### src/rtl/scsoc_defines.vh
// register offsets, field positions, reset values and timing counts
`ifndef SCSOC_DEFINES_VH
`define SCSOC_DEFINES_VH
`define SCSOC_ADDR_CTRL0     16'hf002
`define SCSOC_ADDR_CTRL1     16'hf003
`define SCSOC_CTRL0_RESET    8'h33
`define SCSOC_CTRL1_RESET    8'h03
`define SCSOC_BIT_SYSSEL     0
`define SCSOC_BIT_HSEN       1
`define SCSOC_BIT_DBLEN      2
`define SCSOC_BIT_MODE       2
`define SCSOC_STAB_RESET     14'h2000
`define SCSOC_STAB_WAKE      14'h0080
`define SCSOC_RC_START_CYC   16'h0004
`define SCSOC_XTL_START_CYC  16'h0010
`endif

### src/rtl/scsoc_clock_control.v
// system clock select and oscillator control with wishbone registers
//
// Implementation choice: register access over Wishbone.
`include "scsoc_defines.vh"
module scsoc_clock_control #(
    parameter REDUCED   = 0,                 // 1 selects reduced variant
    parameter RC_START  = `SCSOC_RC_START_CYC,  // rc start in rc pulses
    parameter XTL_START = `SCSOC_XTL_START_CYC, // crystal start pulses
    parameter STAB_LONG = `SCSOC_STAB_RESET     // power-on stabilization
) (
    input  wire        clk_i,                // bus and control clock
    input  wire        rst_i,                // synchronous reset, high
    input  wire        wb_cyc_i,             // wishbone cycle
    input  wire        wb_stb_i,             // wishbone strobe
    input  wire        wb_we_i,              // wishbone write enable
    input  wire [15:0] wb_adr_i,             // wishbone byte address
    input  wire [7:0]  wb_dat_i,             // wishbone write data
    input  wire        wb_sel_i,             // wishbone byte select
    output reg  [7:0]  wb_dat_o,             // wishbone read data
    output wire        wb_ack_o,             // wishbone acknowledge
    input  wire        rc_osc_i,             // raw 500 khz rc oscillator
    input  wire        slow_osc_i,           // raw crystal oscillator
    input  wire        ext_clock_input_pin_i, // external clock pin level
    input  wire        stop_i,               // stop mode request, level
    input  wire        wake_i,               // external interrupt wake
    output reg         fast_clock_o,         // divided fast clock
    output reg         fast_oscillator_clock_o, // gated oscillator clock
    output reg         slow_clock_o,         // gated slow clock
    output reg         doubled_slow_clock_o, // doubled slow clock
    output reg         system_clock_o,       // glitch-free system clock
    output reg         cpu_stall_o,          // cpu wait request
    output reg         ext_pin_gpio_o,       // pin as general input
    output reg         gpio_in_o,            // pin value as port input
    output reg         crystal_pin_in_oe_o,  // crystal in pin enable
    output reg         crystal_pin_out_o,    // crystal out pin drive
    output reg         crystal_pin_out_oe_o  // crystal out pin enable
);
    // raw oscillator and pin sync stages
    reg [1:0]  rc_sync;                      // rc clock synchroniser
    reg [1:0]  sl_sync;                      // crystal synchroniser
    reg [1:0]  ex_sync;                      // ext pin synchroniser
    reg [1:0]  wk_sync;                      // wake synchroniser
    reg [1:0]  st_sync;                      // stop synchroniser
    reg        rc_prev;                      // rc edge detect
    reg        sl_prev;                      // slow edge detect
    reg        ex_prev;                      // ext edge detect
    // control registers
    reg [7:0]  ctrl0;                        // divider and mode
    reg [7:0]  ctrl1;                        // select and enables
    reg        ack;                          // ack register
    // sequencing
    reg        stopped;                      // in stop mode
    reg        boot;                         // first start after reset
    reg [15:0] hs_start;                     // rc start counter
    reg [13:0] hs_stab;                      // rc stabilization counter
    reg        hs_ready;                     // fast oscillator supplied
    reg [15:0] ls_start;                     // crystal start counter
    reg [13:0] ls_stab;                      // slow stabilization counter
    reg        ls_ready;                     // slow clock supplied
    reg        hs_en_prev;                   // enable edge detect
    reg [2:0]  div_cnt;                      // fast clock divider
    reg [3:0]  rc16;                         // divide by 16 for slow
    reg        dbl_ph;                       // doubled clock phase
    reg        cur_sel;                      // active mux source
    reg        next_sys;                     // next system clock level
    reg        next_div;                     // next divided level
    wire       osc_edge;                     // oscillator rising edge
    wire       slow_edge;                    // slow source edge
    wire       slow_src;                     // slow source level
    wire       hs_en_eff;                    // effective enable
    wire       mode_ext;                     // external mode in force
    wire       want_sel;                     // requested mux source
    wire       hit0;                         // ctrl0 selected
    wire       hit1;                         // ctrl1 selected
    wire       wr;                           // write strobe

    assign hs_en_eff = (REDUCED != 0) ? 1'b1 : ctrl1[`SCSOC_BIT_HSEN];
    assign mode_ext  = (REDUCED == 0) & ctrl0[`SCSOC_BIT_MODE];
    // ext mode counts pin edges, rc mode counts rc edges
    assign osc_edge  = mode_ext ? (ex_sync[1] & ~ex_prev)
                                : (rc_sync[1] & ~rc_prev);
    assign slow_src  = (REDUCED != 0) ? rc16[3] : sl_sync[1];
    assign slow_edge = (REDUCED != 0) ? (rc_sync[1] & ~rc_prev &
                                         (rc16 == 4'hf))
                                      : (sl_sync[1] & ~sl_prev);
    // select forced low while oscillator off, high on reduced part
    assign want_sel  = (REDUCED != 0) ? 1'b1 :
                       (ctrl1[`SCSOC_BIT_SYSSEL] & hs_en_eff);
    assign hit0 = wb_adr_i == `SCSOC_ADDR_CTRL0;
    assign hit1 = wb_adr_i == `SCSOC_ADDR_CTRL1;
    assign wr   = wb_cyc_i & wb_stb_i & wb_we_i & wb_sel_i & ~ack;
    assign wb_ack_o = ack;

    // synchronisers; first stage read only by second
    always @(posedge clk_i) begin
        if (rst_i) begin
            rc_sync <= 2'h0;
            sl_sync <= 2'h0;
            ex_sync <= 2'h0;
            wk_sync <= 2'h0;
            st_sync <= 2'h0;
            rc_prev <= 1'b0;
            sl_prev <= 1'b0;
            ex_prev <= 1'b0;
        end else begin
            rc_sync <= {rc_sync[0], rc_osc_i & ~stopped};
            sl_sync <= {sl_sync[0], slow_osc_i & ~stopped};
            ex_sync <= {ex_sync[0], ext_clock_input_pin_i};
            wk_sync <= {wk_sync[0], wake_i};
            st_sync <= {st_sync[0], stop_i};
            rc_prev <= rc_sync[1];
            sl_prev <= sl_sync[1];
            ex_prev <= ex_sync[1];
        end
    end

    // wishbone slave: registered ack one cycle after request, unmapped reads zero
    always @(posedge clk_i) begin
        if (rst_i) begin
            ack   <= 1'b0;
            ctrl0 <= `SCSOC_CTRL0_RESET;
            ctrl1 <= `SCSOC_CTRL1_RESET;
        end else begin
            ack <= wb_cyc_i & wb_stb_i & ~ack;
            if (wr & hit0) begin
                // mode bit only takes while oscillator disabled
                ctrl0[7:3] <= wb_dat_i[7:3];
                ctrl0[1:0] <= wb_dat_i[1:0];
                if (!hs_en_eff)
                    ctrl0[2] <= wb_dat_i[2];
            end
            if (wr & hit1)
                ctrl1[6:0] <= wb_dat_i[6:0];
            else if (!ctrl1[`SCSOC_BIT_HSEN])
                ctrl1[`SCSOC_BIT_SYSSEL] <= 1'b0;
        end
    end

    // read mux with variant fixed bits
    always @* begin
        wb_dat_o = 8'h00;
        if (hit0)
            wb_dat_o = {ctrl0[7:3], mode_ext, ctrl0[1:0]};
        else if (hit1)
            wb_dat_o = {1'b0, ctrl1[6:2], hs_en_eff, want_sel};
    end

    // fast oscillator start and stabilization sequence
    always @(posedge clk_i) begin
        if (rst_i) begin
            stopped    <= 1'b0;
            boot       <= 1'b1;
            hs_start   <= 16'h0000;
            hs_stab    <= 14'h0000;
            hs_ready   <= 1'b0;
            hs_en_prev <= 1'b1;
        end else begin
            hs_en_prev <= hs_en_eff;
            if (st_sync[1] & ~stopped) begin
                stopped  <= 1'b1;
                hs_ready <= 1'b0;
            end else if (stopped & wk_sync[1]) begin
                stopped  <= 1'b0;
                hs_start <= 16'h0000;
                hs_stab  <= 14'h0000;
            end else if (!hs_en_eff) begin
                hs_ready <= 1'b0;
                hs_start <= 16'h0000;
                hs_stab  <= 14'h0000;
            end else if (hs_en_eff & ~hs_en_prev) begin
                hs_start <= 16'h0000;
                hs_stab  <= 14'h0000;
            end else if (!hs_ready & !stopped & osc_edge) begin
                if (hs_start != RC_START)
                    hs_start <= hs_start + 16'h0001;
                else if (hs_stab != (boot ? STAB_LONG
                                          : `SCSOC_STAB_WAKE) - 14'h0001)
                    hs_stab <= hs_stab + 14'h0001;
                else begin
                    hs_ready <= 1'b1;
                    boot     <= 1'b0;
                end
            end
        end
    end

    // slow clock start and stabilization sequence
    always @(posedge clk_i) begin
        if (rst_i) begin
            ls_start <= 16'h0000;
            ls_stab  <= 14'h0000;
            ls_ready <= 1'b0;
        end else if (REDUCED != 0) begin
            ls_ready <= hs_ready;
        end else if (stopped) begin
            ls_start <= 16'h0000;
            ls_stab  <= 14'h0000;
            ls_ready <= 1'b0;
        end else if (!ls_ready & slow_edge) begin
            if (ls_start != XTL_START)
                ls_start <= ls_start + 16'h0001;
            else if (ls_stab != STAB_LONG - 14'h0001)
                ls_stab <= ls_stab + 14'h0001;
            else
                ls_ready <= 1'b1;
        end
    end

    // divided fast clock, doubled and divide-by-16 generators
    always @* begin
        case (ctrl0[1:0])
            2'h0:    next_div = mode_ext ? ex_sync[1] : rc_sync[1];
            2'h1:    next_div = div_cnt[0];
            2'h2:    next_div = div_cnt[1];
            default: next_div = div_cnt[2];
        endcase
    end

    always @(posedge clk_i) begin
        if (rst_i) begin
            div_cnt      <= 3'h0;
            rc16         <= 4'h0;
            dbl_ph       <= 1'b0;
            fast_clock_o <= 1'b0;
            fast_oscillator_clock_o <= 1'b0;
            slow_clock_o <= 1'b0;
            doubled_slow_clock_o <= 1'b0;
        end else begin
            if (osc_edge)
                div_cnt <= div_cnt + 3'h1;
            if (rc_sync[1] & ~rc_prev)
                rc16 <= rc16 + 4'h1;
            fast_oscillator_clock_o <= hs_ready &
                (mode_ext ? ex_sync[1] : rc_sync[1]);
            fast_clock_o <= hs_ready & next_div;
            slow_clock_o <= ls_ready & slow_src;
            // doubled clock pulses on both slow edges when enabled
            if (slow_src != dbl_ph)
                dbl_ph <= slow_src;
            doubled_slow_clock_o <= ctrl1[`SCSOC_BIT_DBLEN] & ls_ready &
                                    (slow_src != dbl_ph);
        end
    end

    // glitch-free mux: swap source only while both sides low
    always @* begin
        next_sys = cur_sel ? fast_clock_o : slow_clock_o;
    end

    always @(posedge clk_i) begin
        if (rst_i) begin
            cur_sel        <= 1'b1;
            system_clock_o <= 1'b0;
            cpu_stall_o    <= 1'b1;
        end else begin
            if (want_sel != cur_sel && !fast_clock_o && !slow_clock_o)
                cur_sel <= want_sel;
            system_clock_o <= next_sys;
            // stall while chosen source is not yet supplied
            cpu_stall_o <= cur_sel ? ~hs_ready : ~ls_ready;
        end
    end

    // pin control for crystal and external clock pin
    always @(posedge clk_i) begin
        if (rst_i) begin
            ext_pin_gpio_o       <= 1'b1;
            gpio_in_o            <= 1'b0;
            crystal_pin_in_oe_o  <= 1'b0;
            crystal_pin_out_o    <= 1'b0;
            crystal_pin_out_oe_o <= 1'b0;
        end else begin
            ext_pin_gpio_o <= ~mode_ext;
            gpio_in_o      <= ex_sync[1];
            crystal_pin_in_oe_o  <= 1'b0;
            crystal_pin_out_o    <= ~sl_sync[1];
            crystal_pin_out_oe_o <= (REDUCED == 0) & ~stopped;
        end
    end
endmodule

### config.mk
export PLATFORM = sky130hd
export DESIGN_NAME = scsoc_clock_control
export DESIGN_NICKNAME = d
export VERILOG_FILES = /design/src/rtl/scsoc_clock_control.v
export VERILOG_INCLUDE_DIRS = /design/src /design/src/rtl
export SDC_FILE = /design/constraint.sdc
export NUM_CORES = 1
export LEC_CHECK = 0
export BUFFER_PORTS_ARGS = -buffer_cell sky130_fd_sc_hd__buf_2
export CAP_MARGIN = 10
export CELL_PAD_IN_SITES_DETAIL_PLACEMENT = 1
export CELL_PAD_IN_SITES_GLOBAL_PLACEMENT = 2
export CORE_ASPECT_RATIO = 0.7
export CORE_MARGIN = 2
export CORE_UTILIZATION = 32
export CTS_CLUSTER_DIAMETER = 30
export DETAILED_ROUTE_END_ITERATION = 12
export GPL_ROUTABILITY_DRIVEN = 0
export PLACE_DENSITY = 0.81
export SYNTH_ARGS = -nofsm -noshare
export SYNTH_HDL_FRONTEND = slang
export SYNTH_SLANG_ARGS = --single-unit
### constraint.sdc
create_clock -name clk_i -period 2.1 [get_ports clk_i]
set_clock_uncertainty 0.1 [all_clocks]
set_input_delay 0.21 -clock clk_i [delete_from_list [all_inputs] [get_ports clk_i]]
set_output_delay 0.21 -clock clk_i [all_outputs]
set_load 0.01 [all_outputs]
==> out/results.txt, run 1 <==
Setup violations remaining at the end of the flow were counted as 0. The number of nets in the final layout is 730. The tools report the startpoint of the worst register-to-register path as ls_start[5]$_SDFFE_PP0P_. The tools report the sequential cell area fraction in the yosys report as 0.4439. The depth of the most critical reg-to-reg path is 5, and the final count of pins violating max slew is 0. The tools report the max-cap check violation count as 0. The commonest cells after synthesis are sky130_fd_sc_hd__dfxtp_1 (108), sky130_fd_sc_hd__nor2_1 (52), sky130_fd_sc_hd__nand2_1 (51), sky130_fd_sc_hd__a21oi_1 (44), sky130_fd_sc_hd__nand3_1 (31).

IR analysis of the VDD net gives a maximum drop of 0.0003686 V. The run gives 23780 um as the first-pass GRT wire length. Static timing analysis puts the maximum clock frequency at 479.0 MHz. Entering global routing, the biggest net connects 29 pins.

The most critical setup path has its startpoint at ls_start[5]$_SDFFE_PP0P_. Fraction of layout instances using a drive strength above 1: 0.2597. Once detail routing completed, the nets flagged for antenna violations numbered 0. Count of distinct cell types in the synthesized netlist: 59. For this run, design rule violations remaining after detail routing come to 0. The overall routing resource usage is 0.1851, and the async set-or-reset flop fraction in the synthesized netlist is 0. Setup slack on the worst reg-to-reg path comes out at 0.01 ns.

The switching portion of total power came out at 0.2373. Sort of element at the end of the critical path: a flip-flop. The HPWL reported at the end of detailed placement is 10250 um. The first routing iteration left 221 violations.

Summed over all cells, the static leakage comes to 2.434 nW. Initial cell density of the core: 0.3298. The power share of the clock group is 0.414, and the number of global-route vias before repair is 4703.

Setup repair after global routing could not meet its margin everywhere. The power per standard cell area came out at 621.5 mW/mm^2. CTS saw 108 sinks.

In this run the worst hold path is classified as primary input to flip-flop. The number of placement rows is 37, and the setup TNS is 0 ns. The period utilization was 0.9941; the minimum period implied by the final worst setup slack was 2.088 ns. Clock slew at the register clock pins of the worst setup and hold paths: 0.07 ns.

The tools report the number of hold-slack violations in the final timing report as 0. The dominant cell by count in the synthesized netlist was sky130_fd_sc_hd__dfxtp_1. For this block, the routed nets add up to 14500 um of wire. Measured along the y axis, the die boundary spans 107.2 um.

The worst hold path was traced through 3 stages. In the synthesized netlist the dominant register cell turns out to be sky130_fd_sc_hd__dfxtp_1. Port buffering added 53 buffers.

The run gives 2.28 ns as the arrival time reported for the critical path endpoint. Following the worst setup path forward leads to its endpoint at ls_stab[11]$_SDFFE_PP0P_. For this design the top-level I/O count stands at 55.

For the pin with the worst max-slew slack, the measured transition is 0.5396 ns. For the final global-route overflow total, the log shows 0. The maximum root-to-sink buffer count is 2. The internal power component is 3.031 mW, and the combinational share of power is 0.061. After detailed routing, the number of vias per cell comes to 5.320.

Critical-path maximum fanout: 6. In this run the critical register-to-register path is captured at ls_stab[11]$_SDFFE_PP0P_. The synthesized design contains 0 enable-type register cells.

For the worst-case headroom to the max-slew limit, the log shows 0.6394. The run gives 0 as the number of antenna violations at the first check in global routing. The tools report the number of antenna cells inserted as 0.

The floorplan step defined a die boundary enclosing 0.01624 sq mm. Critical path class: flip-flop to flip-flop. The run gives 0.524 as the sequential power share. The tools report the total standard cell area after synthesis as 0.004871 sq mm.

The analysis attributes to net switching a power of 943.0 uW. In this run the mean area of a mapped cell was 8.576 sq um. The run gives 3 as the maximum level of the CTS H-tree.

STA classifies the critical path startpoint as a flip-flop. During synthesis, Yosys emitted a total of 0 warnings. In this run the standard cell core region covers 0.01477 sq mm. The number of vias in the routed layout was 4724. TritonCTS built the clock tree. Counting every instance in the synthesized netlist gives 568. The flow ran to the end, and the final reports show no timing, DRC or antenna violations.

By area the synthesized netlist is led by sky130_fd_sc_hd__dfxtp_1 (44%), sky130_fd_sc_hd__a21oi_1 (4.5%), sky130_fd_sc_hd__nor2_1 (4.0%), sky130_fd_sc_hd__nand2_1 (3.9%), sky130_fd_sc_hd__nand3_1 (3.2%). From left edge to right edge, the die measures 151.5 um. The first-pass iteration count of the detailed router came out at 4.

The total design power was 3.974 mW; the area share of the largest cell type after synthesis was 0.4439. The tree is rooted in a sky130_fd_sc_hd__clkbuf_16. Compared with the post-synthesis result, the final layout area differs by 31.26%. The average wire per cell in the routed design was 16.32 um; the required time reported for the critical path endpoint was 2.29 ns. TritonCTS buffer count: 9. Cell type with the highest aggregate area in the netlist: sky130_fd_sc_hd__dfxtp_1. For the worst-skew pair, the clock arrives at the later sink with an insertion delay of 0.36 ns. For the number of nets produced by synthesis, the log shows 610.

The synthesized design contains 108 register bits.
-- cell type report --
type / instances / area [sq um]
clock inverters: 4 / 32.53
inverters: 14 / 52.55
clock buffers: 12 / 246.5
fillers: 1748 / 8374
flip-flops and latches: 108 / 2166
repair buffers: 129 / 875.8
multi-input cells: 426 / 2776
well taps: 195 / 244.0
-- sequential cells by signal, summed over array words and instances (netlist names), 3 cells and up --
register and flops:
ctrl0 8, ctrl1 7, div_cnt 3, hs_stab 14, hs_start 16, ls_stab 14
ls_start 16
-- cell usage in the layout, fill, tap and decap left out, drive strengths merged, types with 13 or more instances in the layout --
cell and instances:
a21oi 44, a31oi 14, buf 123, dfxtp 108, inv 15, nand2 51
nand3 31, nand4 20, nor2 52, nor2b 13, nor3 23, o21ai 23
or3 17
-- power by group through the flow --
stage	Clock, mW	Combinational, mW	Sequential [mW]
after global placement	0	0.201	2.13
after floorplan	0	0.107	2.13
final	1.65	0.244	2.08
after CTS	1.70	0.230	2.08
after detailed placement	0	0.208	2.13
after global routing	1.79	0.270	2.09
-- cells by family (layout without fill, tap and decap cells) --
family,Yosys count,after routing,share of synthesized area
flip-flops,108,108,0.4439
other,1,1,0.0007699
XOR/XNOR,17,17,0.03057
multiplexers,10,10,0.02081
buffers and inverters,35,159,0.02877
AND/OR/NAND/NOR,263,263,0.2877
AO/OA/AOI/OAI,127,128,0.1695
adder cells (fa/ha/maj),7,7,0.01798
-- worst min-delay path by stage --
stage,start,to,slack (ns)
6_report,wb_cyc_i,wb_ack_o$_SDFF_PP0_,0.009
5_1_grt,wb_cyc_i,wb_ack_o$_SDFF_PP0_,0.01
4_1_cts,wb_cyc_i,wb_ack_o$_SDFF_PP0_,0.0007
3_5_place_dp,st_sync[0]$_SDFF_PP0_,st_sync[1]$_SDFF_PP0_,0.32
3_3_place_gp,sl_sync[0]$_SDFF_PP0_,sl_sync[1]$_SDFF_PP0_,0.32
2_1_floorplan,rc_osc_i,rc_sync[0]$_SDFF_PP0_,0.23
-- metrics by stage --
stage | utilization | worst slack, ns | hold slack, ns | instances | cell area [sq um]
floorplan | - | 0.01399 | 0.2317 | 568 | 4885
global route | 0.4329 | -0.09213 | 0.01360 | 888 | 6394
CTS | 0.4196 | 0.003948 | 0.0006651 | 881 | 6196
finish | 0.4329 | 0.01238 | 0.009084 | 888 | 6394
global placement | 0.3881 | 0.003237 | 0.3216 | 850 | 5732
detailed placement | 0.3881 | -0.1298 | 0.3233 | 850 | 5732
-- what timing repair did --
action                                 CTS  global route
endpoints found under the hold margin    6             0
setup endpoints to repair               18            33
cloned                                   1             1
buffers inserted                         8             6
gates resized for setup                 13            31
hold buffers                             6             0
pin swaps                                5            11
-- layer usage --
layer,share of wire,track usage
met1,0.51,0.2602
met2,0.46,0.2880
met4,0.0058,0.04272
met5,0,0
met3,0.026,0.04213
-- critical path, stage by stage (launching register included) --
cell and delay (ns):
sky130_fd_sc_hd__dfxtp_1 0.33, sky130_fd_sc_hd__nor4_2 0.41, sky130_fd_sc_hd__nand4_4 0.20, sky130_fd_sc_hd__a311o_2 0.41, sky130_fd_sc_hd__or4_1 0.41, sky130_fd_sc_hd__a21oi_1 0.15
No activity file was read; power rests on OpenSTA's default activity.
==> run 2: changes to the inputs <==
--- a/config.mk
+++ b/config.mk
@@ -17,6 +17,7 @@
 export DETAILED_ROUTE_END_ITERATION = 12
 export GPL_ROUTABILITY_DRIVEN = 0
 export PLACE_DENSITY = 0.81
+export RECOVER_POWER = 25
 export SYNTH_ARGS = -nofsm -noshare
 export SYNTH_HDL_FRONTEND = slang
 export SYNTH_SLANG_ARGS = --single-unit
==> run 2 against run 1 <==
Flip-flop and latch count did not move. Register-to-register slack barely moved. Non-clock buffer count did not move. Final cell count did not move. Clock-buffer cell count did not move. Via count barely moved. Routed wire length barely moved. Critical path depth did not move. Design area fell by 0.43%. Die area did not move. First-iteration DRC count rose by 1.8%.
==> out/results.txt, run 2 (synthesis gave the netlist of run 1 again) <==
The sort of element at the start of the critical path is a flip-flop (unchanged). The average wire per cell in the routed design was 16.34 um (was 16.32 um). Critical path class: flip-flop to flip-flop (unchanged). The TritonCTS buffer count is 9 (unchanged).

Overall routing resource usage: 0.1851 (unchanged). The run gives 10250 um (unchanged) as the HPWL reported at the end of detailed placement. For the first-pass iteration count of the detailed router, the log shows 4 (unchanged). The combinational share of power was 0.061 (about the same). The largest voltage drop on the vdd net is 0.0003687 V (was 0.0003686 V).

The tools report the number of top-level design ports as 55 (unchanged). Highest-count cells in the layout ignoring fill and taps: sky130_fd_sc_hd__dfxtp_1 (106), sky130_fd_sc_hd__buf_4 (59), sky130_fd_sc_hd__nor2_1 (52), sky130_fd_sc_hd__nand2_1 (51), sky130_fd_sc_hd__buf_2 (48) (was sky130_fd_sc_hd__dfxtp_1 (105), sky130_fd_sc_hd__buf_4 (64), sky130_fd_sc_hd__buf_2 (54), sky130_fd_sc_hd__nor2_1 (52), sky130_fd_sc_hd__nand2_1 (51)). The worst hold margin was 0.008795 ns (was 0.009084 ns). The final number of setup-violating endpoints is 0 (unchanged).

The logs give 14510 um (was 14500 um) for the final routed wirelength across all metal layers and -0.1298 ns (unchanged) for the post-placement worst setup slack. Cell type group with the largest total delay on the critical path: simple AND/OR/NAND/NOR gates (unchanged). The switching component of the power was 943.5 uW (was 943.0 uW).

The tools report the power share of the clock group as 0.414 (about the same). The final global-route overflow total came out at 0 (unchanged). The die footprint is 0.01624 sq mm (unchanged), and the number of antenna cells inserted is 0 (unchanged). The run gives 37 (unchanged) as the number of placement rows. The tools report the maximum root-to-sink buffer count as 2 (unchanged).

The x dimension of the die is 151.5 um (unchanged), and the slew at the pin with the worst max-slew slack is 1.188 ns (was 0.5396 ns). The tools report the worst-case headroom to the max-slew limit as 0.2077 (was 0.6394). The buffer cell driving the clock tree root is sky130_fd_sc_hd__clkbuf_16 (unchanged). The sequential power share was 0.525 (was 0.524); the delay contributed by the slowest stage of the critical path was 0.42 ns (was 0.41 ns).

The run gives 478.7 MHz (was 479.0 MHz) as the highest attainable clock frequency. The minimum period implied by the final worst setup slack is 2.089 ns (was 2.088 ns). Switching portion of total power: 0.2376 (was 0.2373).

Biggest registers after layout: hs_start (16), ls_start (16) (unchanged). The number of antenna violations at the first check in global routing was 0 (unchanged); the worst setup margin was 0.01104 ns (was 0.01238 ns). The area of the multi-input gates is 0.002776 sq mm (unchanged), and the clock network latency to the later pin of the worst-skew pair is 0.36 ns (about the same). The final count of pins violating max slew is 0 (unchanged), and the TritonCTS sink count is 108 (unchanged). The number of fillers in the final layout was 1751 (was 1748). The number of port buffers is 53 (unchanged). The static leakage power is 2.397 nW (was 2.434 nW).

The period utilization was 0.9947 (was 0.9941). The most common cell after layout, fill and taps aside was sky130_fd_sc_hd__dfxtp_1 (unchanged). TritonCTS built the clock tree. The vias per cell was 5.324 (was 5.320). The post-route antenna net violation count was 0 (unchanged). Setup repair after global routing could not meet its margin everywhere.

The tools report the number of hold-slack violations in the final timing report as 0 (unchanged). The run gives 0.3298 (unchanged) as the initial cell density of the core. The tools report the maximum level of the CTS H-tree as 3 (unchanged).

The critical-path maximum fanout is 6 (unchanged), and the first-iteration detailed-routing DRC count is 225 (was 221). Final core utilization: 0.4311 (was 0.4329). The first-pass GRT wire length was 23780 um (unchanged).

The worst-path cell with the longest stage delay is sky130_fd_sc_hd__a311o_2 (was sky130_fd_sc_hd__nor4_2). Pin count of the biggest net entering global routing: 29 (unchanged). The flow ran to the end, and the final reports show no timing, DRC or antenna violations. The power per standard cell area was 623.9 mW/mm^2 (was 621.5 mW/mm^2); the required time reported for the critical path endpoint was 2.29 ns (about the same). The height of the die is 107.2 um (unchanged). The number of global-route vias before repair is 4703 (unchanged), and the number of nets in the final layout is 730 (unchanged).

The sequential cell area in the final layout is 0.002165 sq mm (was 0.002166 sq mm), and the clock slew at the register clock pins of the worst setup and hold paths is 0.07 ns (about the same). The run gives 0.01477 sq mm (unchanged) as the core box area. Cells traversed along the worst timing path: nor4_2 -> nand4_4 -> a311o_2 -> or4_1 -> a21oi_1 (unchanged). Sort of element at the end of the critical path: a flip-flop (unchanged). The buffer and inverter count on the worst path came out at 0 (unchanged). The number of remaining DRC errors came out at 0 (unchanged). The setup TNS came out at 0 ns (unchanged). The max-cap check violation count is 0 (unchanged), and the fraction of layout instances using a drive strength above 1 is 0.2424 (was 0.2597). The number of vias in the routed layout is 4728 (was 4724). The arrival time reported for the critical path endpoint was 2.28 ns (about the same); the layout-stage area growth over the synthesis result was 30.70% (was 31.26%). The internal power component is 3.028 mW (was 3.031 mW). The path category of the worst min-delay check is primary input to flip-flop (unchanged).
run 2: changes by cell type in the layout (fill, tap and decap cells not counted), sizes merged:
cell	delta
buf	-11
clkbuf	+11
run 2: worst min-delay path, cell delays in order:
cell and delay, ns:
sky130_fd_sc_hd__buf_2 0.10, sky130_fd_sc_hd__nand2_1 0.07, sky130_fd_sc_hd__nor3_1 0.04
run 2: layout make-up:
type | count | share of cell area
clock inverters | 4 | 0.005110
clock buffers | 12 | 0.03872
well taps | 195 | 0.03833
multi-input cells | 426 | 0.4361
repair buffers | 129 | 0.1335
flip-flops and latches | 108 | 0.3400
inverters | 14 | 0.008255
run 2: what timing repair did:
action	in CTS	in global routing
hold buffers	6	0
pin swaps	5	11
cloned	1	1
buffers inserted	8	6
hold endpoints to repair	6	0
resized for setup	13	31
endpoints found under the setup margin	18	33
run 2: path summary, 6_finish.rpt:
kind	startpoint	to	slack, ns	cells past startpoint
worst max-delay path	ls_start[5]$_SDFFE_PP0P_	ls_stab[11]$_SDFFE_PP0P_	0.01	5
worst max register to register	ls_start[5]$_SDFFE_PP0P_	ls_stab[11]$_SDFFE_PP0P_	0.01	5
worst min-delay path	wb_cyc_i	wb_ack_o$_SDFF_PP0_	0.009	3
worst min register to register	sl_sync[0]$_SDFF_PP0_	sl_sync[1]$_SDFF_PP0_	0.34	1
run 2: routing by layer:
| layer | global-route usage | part of all wire |
|---|---|---|
| met5 | 0 | 0 |
| met4 | 0.04272 | 0.0058 |
| met3 | 0.04213 | 0.027 |
| met2 | 0.2880 | 0.46 |
| met1 | 0.2602 | 0.50 |
run 2: through the flow:
stage,total power [mW],instances,instance area (sq um)
global route,4.143,888,6366
floorplan,2.236,568,4885
finish,3.972,888,6366
global placement,2.330,850,5732
detailed placement,2.338,850,5732
CTS,4.016,881,6196
run 2: power groups by stage:
stage               Combinational [mW]  Sequential (mW)  Clock [mW]
floorplan                        0.107             2.13           0
finish                           0.242             2.08        1.65
global route                     0.268             2.09        1.79
CTS                              0.230             2.08        1.70
detailed placement               0.208             2.13           0
global placement                 0.201             2.13           0
